$ cat src/iptc_regs.vh
// Register map, field positions and reset values of the interrupt block
`ifndef IPTC_REGS_VH
`define IPTC_REGS_VH
// Register byte offsets on the Avalon-MM slave
`define IPTC_OFS_STATUS 6'h00
`define IPTC_OFS_CORE 6'h04
`define IPTC_OFS_TRAP 6'h08
`define IPTC_OFS_FLAG 6'h10
`define IPTC_OFS_ENABLE 6'h14
`define IPTC_OFS_PRI0 6'h20
// CPU status word fields
`define IPTC_SR_IPL_LO 5
// Core control word fields
`define IPTC_CC_VAR 15
`define IPTC_CC_PRIORITY_LEVEL_EXTENSION 3
// Trap and nesting control fields
`define IPTC_TC_NEST_DIS 15
`define IPTC_TC_ACCA_OV 14
`define IPTC_TC_ACCB_OV 13
`define IPTC_TC_ACCA_CAT 12
`define IPTC_TC_ACCB_CAT 11
`define IPTC_TC_ACCA_TE 10
`define IPTC_TC_ACCB_TE 9
`define IPTC_TC_CAT_TE 8
`define IPTC_TC_SHIFT 7
`define IPTC_TC_DIV0 6
`define IPTC_TC_DMA 5
`define IPTC_TC_MATH 4
`define IPTC_TC_ADDR 3
// Implemented bits of the trap and nesting control word
`define IPTC_TC_WMASK 16'hfff8
// Reset values
`define IPTC_RST_WORD 16'h0000
`define IPTC_RST_IPL 3'h0
// Priority field that masks every user source
`define IPTC_IPL_ALL 3'h7
// Source priority fields sit one per nibble, four to a register
`define IPTC_PRI_PER_REG 4
`endif

$ cat src/iptc_sync.v
// Two-stage synchroniser for the interrupt request inputs
`timescale 1ns/100ps
module iptc_sync #(
	parameter W = 16
) (
	// Clock and reset
	input wire CLK,
	input wire SYS_RST,
	// Asynchronous levels in, synchronised levels out
	input wire [W-1:0] d,
	output reg [W-1:0] q
);
	reg [W-1:0] stage1_r;

	// First stage feeds only the second stage
	always @(posedge CLK) begin
		if (SYS_RST) begin
			stage1_r <= {W{1'b0}};
			q <= {W{1'b0}};
		end else begin
			stage1_r <= d;
			q <= stage1_r;
		end
	end
endmodule // iptc_sync

$ cat src/iptc_arb.v
// Priority resolver over the pending and enabled sources
`timescale 1ns/100ps
module iptc_arb #(
	parameter N = 16,
	parameter IW = 5
) (
	// Pending sources and their packed three-bit levels
	input wire [N-1:0] pend,
	input wire [3*N-1:0] pri,
	// Winning source
	output reg found,
	output reg [IW-1:0] win_idx,
	output reg [2:0] win_lvl
);
	integer i;

	// Scan from the top so that a lower number wins a tie
	always @* begin
		found = 1'b0;
		win_idx = {IW{1'b0}};
		win_lvl = 3'h0;
		for (i = N - 1; i >= 0; i = i - 1) begin
			// [RULE21] lowest number on ties
			if (pend[i] && pri[3*i +: 3] != 3'h0 &&
				pri[3*i +: 3] >= win_lvl) begin
				found = 1'b1;
				win_idx = i[IW-1:0];
				win_lvl = pri[3*i +: 3];
			end
		end
	end
endmodule // iptc_arb

$ cat src/iptc_top.v
// Interrupt priority, nesting and trap status control with Avalon-MM
//
// Notes on behaviour
// [RULE1] Pending interrupt waits for instruction end
// [RULE2] Four program-space cases add one cycle
// [RULE3] One request flag per source, software clears
// [RULE4] Per-source enable bit gates forwarding
// [RULE5] Each source has eight-level programmable priority
// [RULE6] Fields allocated in ascending source order
// [RULE7] Status word bits 7..5 hold priority
// [RULE8] Field 111 is level 7, masks users
// [RULE9] Extension bit forms four-bit CPU priority
// [RULE10] Nesting disabled makes priority field read-only
// [RULE11] Extension bit only clearable by software
// [RULE12] Core control bit 15 selects latency mode
// [RULE13] Control bit 15 disables nesting
// [RULE14] Accumulator overflow trap status bits 14, 13
// [RULE15] Catastrophic overflow status bits 12, 11
// [RULE16] Bits 10, 9, 8 enable overflow traps
// [RULE17] Math trap sets bit 4, cause 7/6
// [RULE18] DMA trap bit 5, address trap bit 3
// [RULE19] Nesting disabled forces priority to 111
// [RULE20] Accepted source level loads CPU priority
// [RULE21] Equal priority: lowest source number wins
//
// Chosen here: the Avalon-MM interface to the registers and the register offsets.
`timescale 1ns/100ps
`include "iptc_regs.vh"
module iptc_top #(
	parameter N_SRC = 16
) (
	// Clock and reset
	input wire CLK,
	input wire SYS_RST,
	// Avalon-MM slave
	input wire [5:0] ADDRESS,
	input wire READ,
	input wire WRITE,
	input wire [31:0] WRITEDATA,
	input wire [3:0] BYTEENABLE,
	output reg [31:0] READDATA,
	output reg WAITREQUEST,
	// Interrupt request lines from peripherals and pins
	input wire [N_SRC-1:0] SRC_REQ,
	// Trap causes, one-cycle pulses on CLK
	input wire ACC_A_OVF,
	input wire ACC_B_OVF,
	input wire ACC_A_CAT,
	input wire ACC_B_CAT,
	input wire SHIFT_ERR,
	input wire DIV_ZERO,
	input wire DMA_ERR,
	input wire ADDR_ERR,
	// CPU pipeline status
	input wire INSTR_END,
	input wire DW_MOVE_WINDOW,
	input wire STALL_TWO_CYCLE,
	input wire STALL_ONE_WINDOW,
	input wire BIT_SKIP_WINDOW,
	input wire RET_INT,
	input wire [3:0] RET_PRIORITY,
	// Exception requests and state toward the CPU
	output reg EXC_TAKE,
	output reg [4:0] EXC_VECTOR,
	output reg TRAP_REQ,
	output reg [3:0] CPU_PRIORITY,
	output reg LATENCY_VARIABLE,
	output reg NESTING_OFF
);
	localparam IW = 5;
	localparam ST_IDLE = 2'h0;
	localparam ST_EXTRA = 2'h1;

	// Byte enables widened to a 16-bit write mask
	function [15:0] be_mask;
		input [3:0] be;
		begin
			be_mask = {{8{be[1]}}, {8{be[0]}}};
		end
	endfunction

	// Merge new data into a register under a mask
	function [15:0] merge;
		input [15:0] old;
		input [15:0] nw;
		input [15:0] m;
		begin
			merge = (old & ~m) | (nw & m);
		end
	endfunction

	// Word address decode
	function hit;
		input [5:0] a;
		input [5:0] ofs;
		begin
			hit = (a[5:2] == ofs[5:2]);
		end
	endfunction

	reg wait_r;
	reg [1:0] state_r;
	reg [1:0] state_nxt;
	reg [2:0] ipl_r;
	reg [2:0] ipl_nxt;
	reg priority_level_extension_r;
	reg priority_level_extension_nxt;
	reg var_r;
	reg var_nxt;
	reg [15:0] trap_r;
	reg [15:0] trap_nxt;
	reg [N_SRC-1:0] flag_r;
	reg [N_SRC-1:0] flag_nxt;
	reg [N_SRC-1:0] en_r;
	reg [N_SRC-1:0] en_nxt;
	reg [3*N_SRC-1:0] pri_r;
	reg [3*N_SRC-1:0] pri_nxt;
	reg [N_SRC-1:0] req_prev_r;
	reg [IW-1:0] hold_idx_r;
	reg [2:0] hold_lvl_r;
	reg [31:0] rd_nxt;
	reg [15:0] tmp16;
	reg [15:0] set_tc;
	reg take_now;
	reg [IW-1:0] take_idx;
	reg [2:0] take_lvl;
	integer j;
	integer s;
	integer rj;
	integer rs;

	wire [N_SRC-1:0] req_sync;
	wire arb_found;
	wire [IW-1:0] arb_idx;
	wire [2:0] arb_lvl;
	wire [15:0] wmask;
	wire wr_ev;
	wire rd_start;
	wire trap_ev;
	wire extra_cycle;
	wire req_ok;
	wire nest_dis;
	wire [N_SRC-1:0] src_rise;

	// Request lines cross into the CPU clock domain
	iptc_sync #(
		.W(N_SRC)
	) u_sync (
		.CLK(CLK),
		.SYS_RST(SYS_RST),
		.d(SRC_REQ),
		.q(req_sync)
	);

	// Resolve the highest pending enabled source
	iptc_arb #(
		.N(N_SRC),
		.IW(IW)
	) u_arb (
		// [RULE4] enable gates forwarding
		.pend(flag_r & en_r),
		.pri(pri_r),
		.found(arb_found),
		.win_idx(arb_idx),
		.win_lvl(arb_lvl)
	);

	// Bus strobes: a write commits when waitrequest is low
	assign wmask = be_mask(BYTEENABLE);
	assign wr_ev = WRITE & ~wait_r;
	assign rd_start = READ & wait_r;
	assign nest_dis = trap_r[`IPTC_TC_NEST_DIS];
	assign src_rise = req_sync & ~req_prev_r;

	// [RULE2] one added cycle in four cases
	assign extra_cycle = DW_MOVE_WINDOW | STALL_TWO_CYCLE |
		STALL_ONE_WINDOW | BIT_SKIP_WINDOW;

	// [RULE9] source must beat four-bit CPU priority
	assign req_ok = arb_found &&
		({1'b0, arb_lvl} > {priority_level_extension_r, ipl_r});

	// Trap events; only the overflow and catastrophic causes are gated by their enables
	always @* begin
		set_tc = `IPTC_RST_WORD;
		// [RULE16] overflow trap enables
		// [RULE14] accumulator overflow status
		set_tc[`IPTC_TC_ACCA_OV] = ACC_A_OVF &
			trap_r[`IPTC_TC_ACCA_TE];
		set_tc[`IPTC_TC_ACCB_OV] = ACC_B_OVF &
			trap_r[`IPTC_TC_ACCB_TE];
		// [RULE15] catastrophic overflow status
		set_tc[`IPTC_TC_ACCA_CAT] = ACC_A_CAT &
			trap_r[`IPTC_TC_CAT_TE];
		set_tc[`IPTC_TC_ACCB_CAT] = ACC_B_CAT &
			trap_r[`IPTC_TC_CAT_TE];
		// [RULE17] math trap and its cause
		set_tc[`IPTC_TC_SHIFT] = SHIFT_ERR;
		set_tc[`IPTC_TC_DIV0] = DIV_ZERO;
		set_tc[`IPTC_TC_MATH] = SHIFT_ERR | DIV_ZERO |
			(|set_tc[14:11]);
		// [RULE18] DMA and address trap status
		set_tc[`IPTC_TC_DMA] = DMA_ERR;
		set_tc[`IPTC_TC_ADDR] = ADDR_ERR;
	end

	assign trap_ev = |set_tc;

	// Entry sequencing: wait for an instruction boundary
	always @* begin
		state_nxt = state_r;
		take_now = 1'b0;
		take_idx = arb_idx;
		take_lvl = arb_lvl;
		case (state_r)
		ST_IDLE: begin
			// [RULE1] finish current instruction first
			if (req_ok && INSTR_END) begin
				if (extra_cycle) begin
					state_nxt = ST_EXTRA;
				end else begin
					take_now = 1'b1;
				end
			end
		end
		ST_EXTRA: begin
			// [RULE2] delayed entry by one cycle
			take_now = 1'b1;
			take_idx = hold_idx_r;
			take_lvl = hold_lvl_r;
			state_nxt = ST_IDLE;
		end
		default: begin
			state_nxt = ST_IDLE;
		end
		endcase
	end

	// CPU priority level and its extension bit
	always @* begin
		ipl_nxt = ipl_r;
		priority_level_extension_nxt = priority_level_extension_r;
		// [RULE7] software writes priority field
		// [RULE10] ignored while nesting disabled
		if (wr_ev && hit(ADDRESS, `IPTC_OFS_STATUS) &&
			wmask[7] && !nest_dis) begin
			ipl_nxt = WRITEDATA[7:5];
		end
		// [RULE11] extension only clearable
		if (wr_ev && hit(ADDRESS, `IPTC_OFS_CORE) &&
			wmask[3] && !WRITEDATA[`IPTC_CC_PRIORITY_LEVEL_EXTENSION]) begin
			priority_level_extension_nxt = 1'b0;
		end
		// Return restores the stacked level
		if (RET_INT) begin
			priority_level_extension_nxt = RET_PRIORITY[3];
			ipl_nxt = RET_PRIORITY[2:0];
		end
		if (take_now) begin
			// [RULE19] force 111 when not nesting
			// [RULE20] load accepted source level
			// [RULE8] level 7 masks users
			ipl_nxt = nest_dis ? `IPTC_IPL_ALL : take_lvl;
		end
		// Traps lift the CPU above every user level
		if (trap_ev) begin
			priority_level_extension_nxt = 1'b1;
		end
	end

	// Core and trap control words
	always @* begin
		var_nxt = var_r;
		trap_nxt = trap_r;
		// [RULE12] latency mode select
		if (wr_ev && hit(ADDRESS, `IPTC_OFS_CORE) &&
			wmask[15]) begin
			var_nxt = WRITEDATA[`IPTC_CC_VAR];
		end
		// [RULE13] nesting disable and trap bits
		if (wr_ev && hit(ADDRESS, `IPTC_OFS_TRAP)) begin
			trap_nxt = merge(trap_r, WRITEDATA[15:0],
				wmask & `IPTC_TC_WMASK);
		end
		// Hardware set wins over a same-cycle clear
		trap_nxt = trap_nxt | set_tc;
	end

	// Flags, enables and priority arrays
	always @* begin
		tmp16 = `IPTC_RST_WORD;
		j = 0;
		s = 0;
		flag_nxt = flag_r;
		en_nxt = en_r;
		pri_nxt = pri_r;
		// [RULE3] flags cleared by software write
		if (wr_ev && hit(ADDRESS, `IPTC_OFS_FLAG)) begin
			tmp16[N_SRC-1:0] = flag_r;
			tmp16 = merge(tmp16, WRITEDATA[15:0], wmask);
			flag_nxt = tmp16[N_SRC-1:0];
		end
		// [RULE3] request edge sets flag, set wins
		flag_nxt = flag_nxt | src_rise;
		// [RULE6] bit n belongs to source n
		if (wr_ev && hit(ADDRESS, `IPTC_OFS_ENABLE)) begin
			tmp16 = `IPTC_RST_WORD;
			tmp16[N_SRC-1:0] = en_r;
			tmp16 = merge(tmp16, WRITEDATA[15:0], wmask);
			en_nxt = tmp16[N_SRC-1:0];
		end
		// [RULE5] three-bit level per source
		// [RULE6] source 4k+j in nibble j of word k
		if (wr_ev && ADDRESS[5]) begin
			for (j = 0; j < `IPTC_PRI_PER_REG; j = j + 1) begin
				s = 4 * ADDRESS[4:2] + j;
				if (s < N_SRC && wmask[4*j]) begin
					pri_nxt[3*s +: 3] = WRITEDATA[4*j +: 3];
				end
			end
		end
	end

	// Read data for the addressed register
	always @* begin
		rd_nxt = 32'h0000_0000;
		rj = 0;
		rs = 0;
		if (hit(ADDRESS, `IPTC_OFS_STATUS)) begin
			rd_nxt[7:5] = ipl_r;
		end else if (hit(ADDRESS, `IPTC_OFS_CORE)) begin
			rd_nxt[`IPTC_CC_VAR] = var_r;
			rd_nxt[`IPTC_CC_PRIORITY_LEVEL_EXTENSION] = priority_level_extension_r;
		end else if (hit(ADDRESS, `IPTC_OFS_TRAP)) begin
			rd_nxt[15:0] = trap_r;
		end else if (hit(ADDRESS, `IPTC_OFS_FLAG)) begin
			rd_nxt[N_SRC-1:0] = flag_r;
		end else if (hit(ADDRESS, `IPTC_OFS_ENABLE)) begin
			rd_nxt[N_SRC-1:0] = en_r;
		end else if (ADDRESS[5]) begin
			for (rj = 0; rj < `IPTC_PRI_PER_REG; rj = rj + 1) begin
				rs = 4 * ADDRESS[4:2] + rj;
				if (rs < N_SRC) begin
					rd_nxt[4*rj +: 3] = pri_r[3*rs +: 3];
				end
			end
		end
	end

	// Bus handshake: one wait cycle on every access
	always @(posedge CLK) begin
		if (SYS_RST) begin
			wait_r <= 1'b1;
			WAITREQUEST <= 1'b1;
			READDATA <= 32'h0000_0000;
		end else begin
			wait_r <= ~((READ | WRITE) & wait_r);
			WAITREQUEST <= ~((READ | WRITE) & wait_r);
			if (rd_start) begin
				READDATA <= rd_nxt;
			end
		end
	end

	// Control and status state
	always @(posedge CLK) begin
		if (SYS_RST) begin
			state_r <= ST_IDLE;
			ipl_r <= `IPTC_RST_IPL;
			priority_level_extension_r <= 1'b0;
			var_r <= 1'b0;
			trap_r <= `IPTC_RST_WORD;
			flag_r <= {N_SRC{1'b0}};
			en_r <= {N_SRC{1'b0}};
			pri_r <= {3*N_SRC{1'b0}};
			req_prev_r <= {N_SRC{1'b0}};
			hold_idx_r <= {IW{1'b0}};
			hold_lvl_r <= 3'h0;
		end else begin
			state_r <= state_nxt;
			ipl_r <= ipl_nxt;
			priority_level_extension_r <= priority_level_extension_nxt;
			var_r <= var_nxt;
			trap_r <= trap_nxt;
			flag_r <= flag_nxt;
			en_r <= en_nxt;
			pri_r <= pri_nxt;
			req_prev_r <= req_sync;
			// Winner is frozen for the delayed entry
			if (state_r == ST_IDLE) begin
				hold_idx_r <= arb_idx;
				hold_lvl_r <= arb_lvl;
			end
		end
	end

	// Outputs toward the CPU, all registered
	always @(posedge CLK) begin
		if (SYS_RST) begin
			EXC_TAKE <= 1'b0;
			EXC_VECTOR <= 5'h00;
			TRAP_REQ <= 1'b0;
			CPU_PRIORITY <= 4'h0;
			LATENCY_VARIABLE <= 1'b0;
			NESTING_OFF <= 1'b0;
		end else begin
			EXC_TAKE <= take_now;
			if (take_now) begin
				EXC_VECTOR <= take_idx;
			end
			TRAP_REQ <= trap_ev;
			// [RULE9] extension above the three-bit field
			CPU_PRIORITY <= {priority_level_extension_nxt, ipl_nxt};
			LATENCY_VARIABLE <= var_nxt;
			NESTING_OFF <= trap_nxt[`IPTC_TC_NEST_DIS];
		end
	end
endmodule // iptc_top

$ cat config.mk
export PLATFORM = sky130hd
export DESIGN_NAME = iptc_top
export DESIGN_NICKNAME = d
export VERILOG_FILES = /design/src/iptc_sync.v /design/src/iptc_arb.v /design/src/iptc_top.v
export VERILOG_INCLUDE_DIRS = /design/src /design/src/src
export SDC_FILE = /design/constraint.sdc
export NUM_CORES = 1
export LEC_CHECK = 0
export ABC_AREA = 1
export BUFFER_PORTS_ARGS = -buffer_cell sky130_fd_sc_hd__buf_4
export CORE_MARGIN = 4
export CORE_UTILIZATION = 28
export DETAILED_ROUTE_END_ITERATION = 12
export GPL_TIMING_DRIVEN = 0
export SLEW_MARGIN = 40
export SYNTH_ARGS = -nofsm -noshare
export SYNTH_HDL_FRONTEND = slang
export SYNTH_SLANG_ARGS = --single-unit
$ cat constraint.sdc
create_clock -name CLK -period 15.5 [get_ports CLK]
set_clock_uncertainty 0.05 [all_clocks]
set_input_delay 2.325 -clock CLK [delete_from_list [all_inputs] [get_ports CLK]]
set_output_delay 2.325 -clock CLK [all_outputs]
set_load 0.02 [all_outputs]
# After elaboration in Yosys (flattened, before gate mapping)
# Index checks and enable logic that the tools add are counted.
[totals] regBits=187 in_bits=80 out_inout_bits=46 elab_cells=270
[op_classes] add_sub_neg=7 n_mul=4 order_cmp=21 n_eq_ne=4 shift=12 muxes=98 bitwise_logic=31 reduce_logical=73
[op_table] operator="$mux W48" count=7
[op_table] operator="$bwmux W48" count=4
[op_table] operator="$shift A3 B33 Y48 const A" count=4
[op_table] operator="$shiftx A3 B33 Y48" count=4
[op_table] operator="$shiftx A48 B32 Y3" count=4
[op_table] operator="$and A16 B16 Y16" count=7
[op_table] operator="$mux W3" count=35
[op_table] operator="$neg A8 Y33" count=3
[op_table] operator="$mux W16" count=4
[op_table] operator="$mux W4" count=16
[op_table] operator="$or A16 B16 Y16" count=4
[op_table] operator="$logic_and A1 B1 Y1" count=49
[op_table] operator="$not A16 Y16" count=3
[op_table] operator="$reduce_bool A3 Y1" count=16
[op_table] operator="$ge A3 B3 Y1" count=15
[op_table] operator="$neg A7 Y33" count=1
[op_table] operator="$mux W1" count=27
[op_table] operator="$mul A2 B6 Y8 const A" count=3
[op_table] operator="$lt A6 B5 Y1 const B" count=3
[op_table] operator="$or A16 B15 Y16" count=1
[op_table] operator="$add A5 B2 Y6 const B" count=2
[op_table] operator="$mux W11" count=1
[op_table] operator="$mux W5" count=2
[op_table] operator="$reduce_or A9 Y1" count=1
[op_table] operator="other kinds (19)" count=34

# Longest topological paths before layout
[logic_depth] word_depth=55 mapped_depth=146 mapped_depth_nobuf=146

# Cells and area by module
# Synthesis repeated with hierarchy kept, for this count alone.
[unflattened] cells_unflattened=1724 area_unflattened_um2=11278.3
[modules_own_cells] mod="iptc_top" n_inst=1 cells_per_inst=1233 area_per_inst_um2=8160.3 seq_area_each_um2=2942.8
[modules_own_cells] mod="iptc_arb" n_inst=1 cells_per_inst=392 area_per_inst_um2=2203.4 seq_area_each_um2=0.0
[modules_own_cells] mod="iptc_sync" n_inst=1 cells_per_inst=99 area_per_inst_um2=914.6 seq_area_each_um2=640.6

# Worst setup path after synthesis
# No wires, ideal clock.
[synth_path] path_kind="register to register" from="register pri_r[47]" to="register ipl_r[0]" setup_time_ns=0.132 arrival_ns=14.825 required_time_ns=15.318 setup_slack_ns=0.493 path_stages_with_launch=131 path_buffers=0 synth_period_minus_slack_ns=15.007 path_cell_list="dfxtp_1 -> nor2_1 -> nand2_1 -> and3_1 -> inv_1 -> nor2_1 -> ha_1 -> inv_1 -> nand2_1 -> nand2_1 -> nand2_1 -> nand2_2 -> o21ai_0 -> ha_1 -> inv_1 -> nand2_1 -> o21ai_0 -> inv_1 -> [95 not listed] -> ha_1 -> nand3_1 -> o211ai_1 -> nand2_1 -> inv_1 -> nand2_1 -> and2_1 -> ha_1 -> inv_1 -> a21oi_1 -> nor2_1 -> nor2_1 -> a311oi_1 -> nand3_2 -> a21oi_2 -> nand2_1 -> nand2_1 -> a21oi_1"
[synth_via] elab_chain_len=55 word_cells_on_any_way=74 classes_between="17 x order compare; 37 x mux; 20 x reduce/logical"
[synth_lines] element="start: declaration" line_no="iptc_top.v:116" rtl="reg [3*N_SRC-1:0] pri_r;"
[synth_lines] element="start signal: assignment" line_no="iptc_top.v:375" rtl="pri_r <= {3*N_SRC{1'b0}};"
[synth_lines] element="start signal: assignment" line_no="iptc_top.v:387" rtl="pri_r <= pri_nxt;"
[synth_lines] element="parallel branches: the longest is 54 deep, another holds $ge A3 B1 Y1"
[synth_lines] element="$mux W3 (*)" line_no="iptc_top.v:259" rtl="if (take_now) begin"
[synth_lines] element="end signal: assignment" line_no="iptc_top.v:369" rtl="ipl_r <= `IPTC_RST_IPL;"
[synth_lines] element="end signal: assignment" line_no="iptc_top.v:381" rtl="ipl_r <= ipl_nxt;"
[synth_lines] element="end: declaration" line_no="iptc_top.v:104" rtl="reg [2:0] ipl_r;"
# Every way passes the cells marked *.
# A chain may end at the register's enable or synchronous reset.

# Worst setup path in the final report
[layout_path] from="register pri_r[47]" to="register ipl_r[1]"
# Same word-level chain as after synthesis.

==> out/results.tsv <==
stage	metric	value	unit
worst_setup_path	Crit path max-delay family	simple AND/OR/NAND/NOR gates	
min_path	Hold Crit Class	reg -> reg	
cts	clk sinks	177	
die	die area	41400	um2
worst_setup_path	CP Buf/Inv Count	14	
synthesis	Syn Std Cell Area	10700	um2
finish	final core utilization	0.365	
timing	Worst-Margin Slew	0.796	ns
die	row count	71	
place	Placer Congestion	1.01	
synthesis	Yosys top cell by area	dfxtp_1	
synthesis	Synth Area in Compound Gates	0.206	
die	IO Pins	126	
timing	Slew Viols, Final	0	
worst_setup_path	CP max stage cell	dfxtp_2	
cts	CTS H-tree depth	4	
place	dpl hpwl	35800	um
synthesis	register bit count reported by yosys	177	
synthesis	Seq/Total Area, Yosys	0.332	
run_status	outcome	complete, no violations	
finish	Syn-to-layout area delta	28.5	%
routing	Vias/cell	5.05	
routing	post-route ant nets	0	
die	initial core utilization	0.284	
grt	number of global-route vias before repair	11000	
timing	Final WS setup	0.664	ns
worst_setup_path	CP Data Arrival Time	15.09	ns
routing	Post-Route WL	45400	um
run	max_cap viols	0	
die	CORE AREA	37700	um2
timing	achievable frequency	0.0674	GHz
cts	clock-pin slew on the worst setup and hold paths	0.09	ns
timing	Final Hold Fails	0	
worst_setup_path	Worst setup EP type	flip-flop	
grt	initial antenna violation count	1	
finish	final design instance area without fill	13700	um2
synthesis	Avg Cell Area, Syn	6.71	um2
routing	drt pass-1 iters	7	
power	Pleak	5.83	nW
worst_setup_path	Required @ worst endpoint	15.75	ns
timing	Tmin final	14.84	ns
worst_setup_path	crit-path max FO	6	
routing	Routed WL per cell	19.7	um
place	worst slack at placement	-1.99	ns
synthesis	Post-Synth Simple-Gate Area	0.293	
power	Max rail drop VDD	74.8	uV
synthesis	count of cell types in the netlist	45	
worst_setup_path	most frequent cell on the critical path	nand3_2	
synthesis	count leader, synth	inv_1	
grt	first-pass GRT wire length	67000	um
synthesis	Syn Inst Count	1592	
grt	largest net degree at the start of global routing	20	
cts	cts bufs inserted	17	
synthesis	Yosys Warn Count	0	
synthesis	post-synthesis mux area share	0	
worst_setup_path	CP Launch Type	flip-flop	
place	DP Area	12000	um2
routing	DRC viols	0	
cts	worst skew pair latency	0.45	ns
synthesis	main combinational cell family by area after synthesis	simple AND/OR/NAND/NOR gates	
routing	violation count after the first detailed-route iteration	1000	
synthesis	XOR/XNOR Fraction of Synth Area	0.000820	
synthesis	post-synthesis adder-cell area fraction	0.0405	
worst_setup_path	Worst path max stage delay	0.37	ns
cts	clock root buffer master	clkbuf_16	
grt	total global-route track usage	0.210	
synthesis	dominant synthesized flop cell	dfxtp_1	
synthesis	Post-synth top cells	inv_1, nand2_1, dfxtp_1	
place	Buffers on Ports	86	
synthesis	Synth top area share	0.332	
die	Die W	203	um
timing	final setup fails	0	
timing	fin crit share	0.957	
die	Die H	203	um
cts	CTS tree	yes	
cts	CTS max path bufs	2	
timing	Worst slew margin	0.467	
finish	# diodes	0	
cts	hold_buf cts	0	
finish	layout cells sized above 1	0.219	
timing	hold slack	0.347	ns
synthesis	Synth async-reset ratio	0	
power	total power	1.05	mW
worst_setup_path	WS Path Type	reg -> reg	
finish	fin nets	1895	
synthesis	Post-synth EDFFs	0	
grt	gr ovfl total	0	
power	Cell Pwr Density	76.7	nW/um2
routing	via count	11600	
synthesis	Synth area leaders	dfxtp_1, inv_1, nand2_1, o21ai_0, a21oi_1	
-- per-stage QoR --
step,cells,setup TNS (ns)
after floorplan,1608,0
after global placement,2205,-17.03
after detailed placement,2205,-22.18
after CTS,2257,0
after global routing,2305,-1.98
final,2305,0
-- routing by layer --
| metal | wire (um) | vias to the layer above | GRT usage |
|---|---|---|---|
| li1 | - | 5617 | - |
| met1 | 20500 | 5524 | 0.289 |
| met2 | 20800 | 425 | 0.345 |
| met3 | 2830 | 63 | 0.0302 |
| met4 | 1280 | 0 | 0.0631 |
| met5 | 0 | - | 0 |
-- final cells by class --
type / count / area [um2]
Fill cell: 4092 / 23900
Multi-Input combinational cell: 1087 / 6410
Sequential cell: 177 / 3550
Timing Repair Buffer: 153 / 1160
Inverter: 277 / 1050
Tap cell: 511 / 639
Clock buffer: 18 / 429
Buffer: 67 / 322
Clock inverter: 14 / 161
Timing Repair inverter: 1 / 6.26
-- timing repair --
item                       CTS  global route
buffers inserted            20            47
pin swaps                   25            80
resized for setup           41           114
setup endpoints to repair   16            16
gates cloned                 0             1
-- tightest hold or removal path, delay by kind of cell (launching register included) --
family / cells / cell delay (ns)
and+or+nand+nor: 1 / 0.03
DFF: 1 / 0.30
buffers and inverters: 1 / 0.04
-- path summary, 6_finish.rpt --
check                            from           end  slack (ns)  cells past startpoint
setup / recovery            pri_r[47]      ipl_r[1]        0.66                    139
hold / removal    u_sync.stage1_r[10]  u_sync.q[10]        0.35                      2
setup reg to reg            pri_r[47]      ipl_r[1]        0.66                    139
hold reg to reg   u_sync.stage1_r[10]  u_sync.q[10]        0.35                      2
-- report_power, final --
part / leakage, nW / total, mW / internal (mW) / switching [mW]
combinational: 4.11 / 0.134 / 0.0388 / 0.0950
clock: 0.284 / 0.447 / 0.218 / 0.230
sequential: 1.44 / 0.472 / 0.466 / 0.00612
total: 5.83 / 1.05 / 0.723 / 0.331
-- layout by cell type (no fill, tap or decap), types with 14 or more instances in the layout --
master / Yosys / final
inv_1: 272 / 261
nand2_1: 256 / 225
dfxtp_1: 177 / 172
buf_4: 18 / 170
nor2_1: 157 / 155
a21oi_1: 118 / 115
o21ai_0: 132 / 112
nand3_1: 115 / 96
nand2_2: 29 / 46
clkbuf_1: 42 / 42
nand3_2: 22 / 37
o211ai_1: 34 / 34
a31oi_1: 31 / 31
nand2_4: 12 / 26
nor3_1: 24 / 23
ha_1: 33 / 22
conb_1: 1 / 17
clkbuf_16: 0 / 17
nand4_1: 14 / 14
-- logic make-up (layout without fill, tap and decap cells) --
family	Yosys count	after routing
compound gates	380	380
xor+xnor	1	1
fa+ha+maj	34	34
buf+inv	344	530
flops	177	177
other cells	1	17
simple gates	655	655
Note: power is estimated with default switching activity, not from simulation.
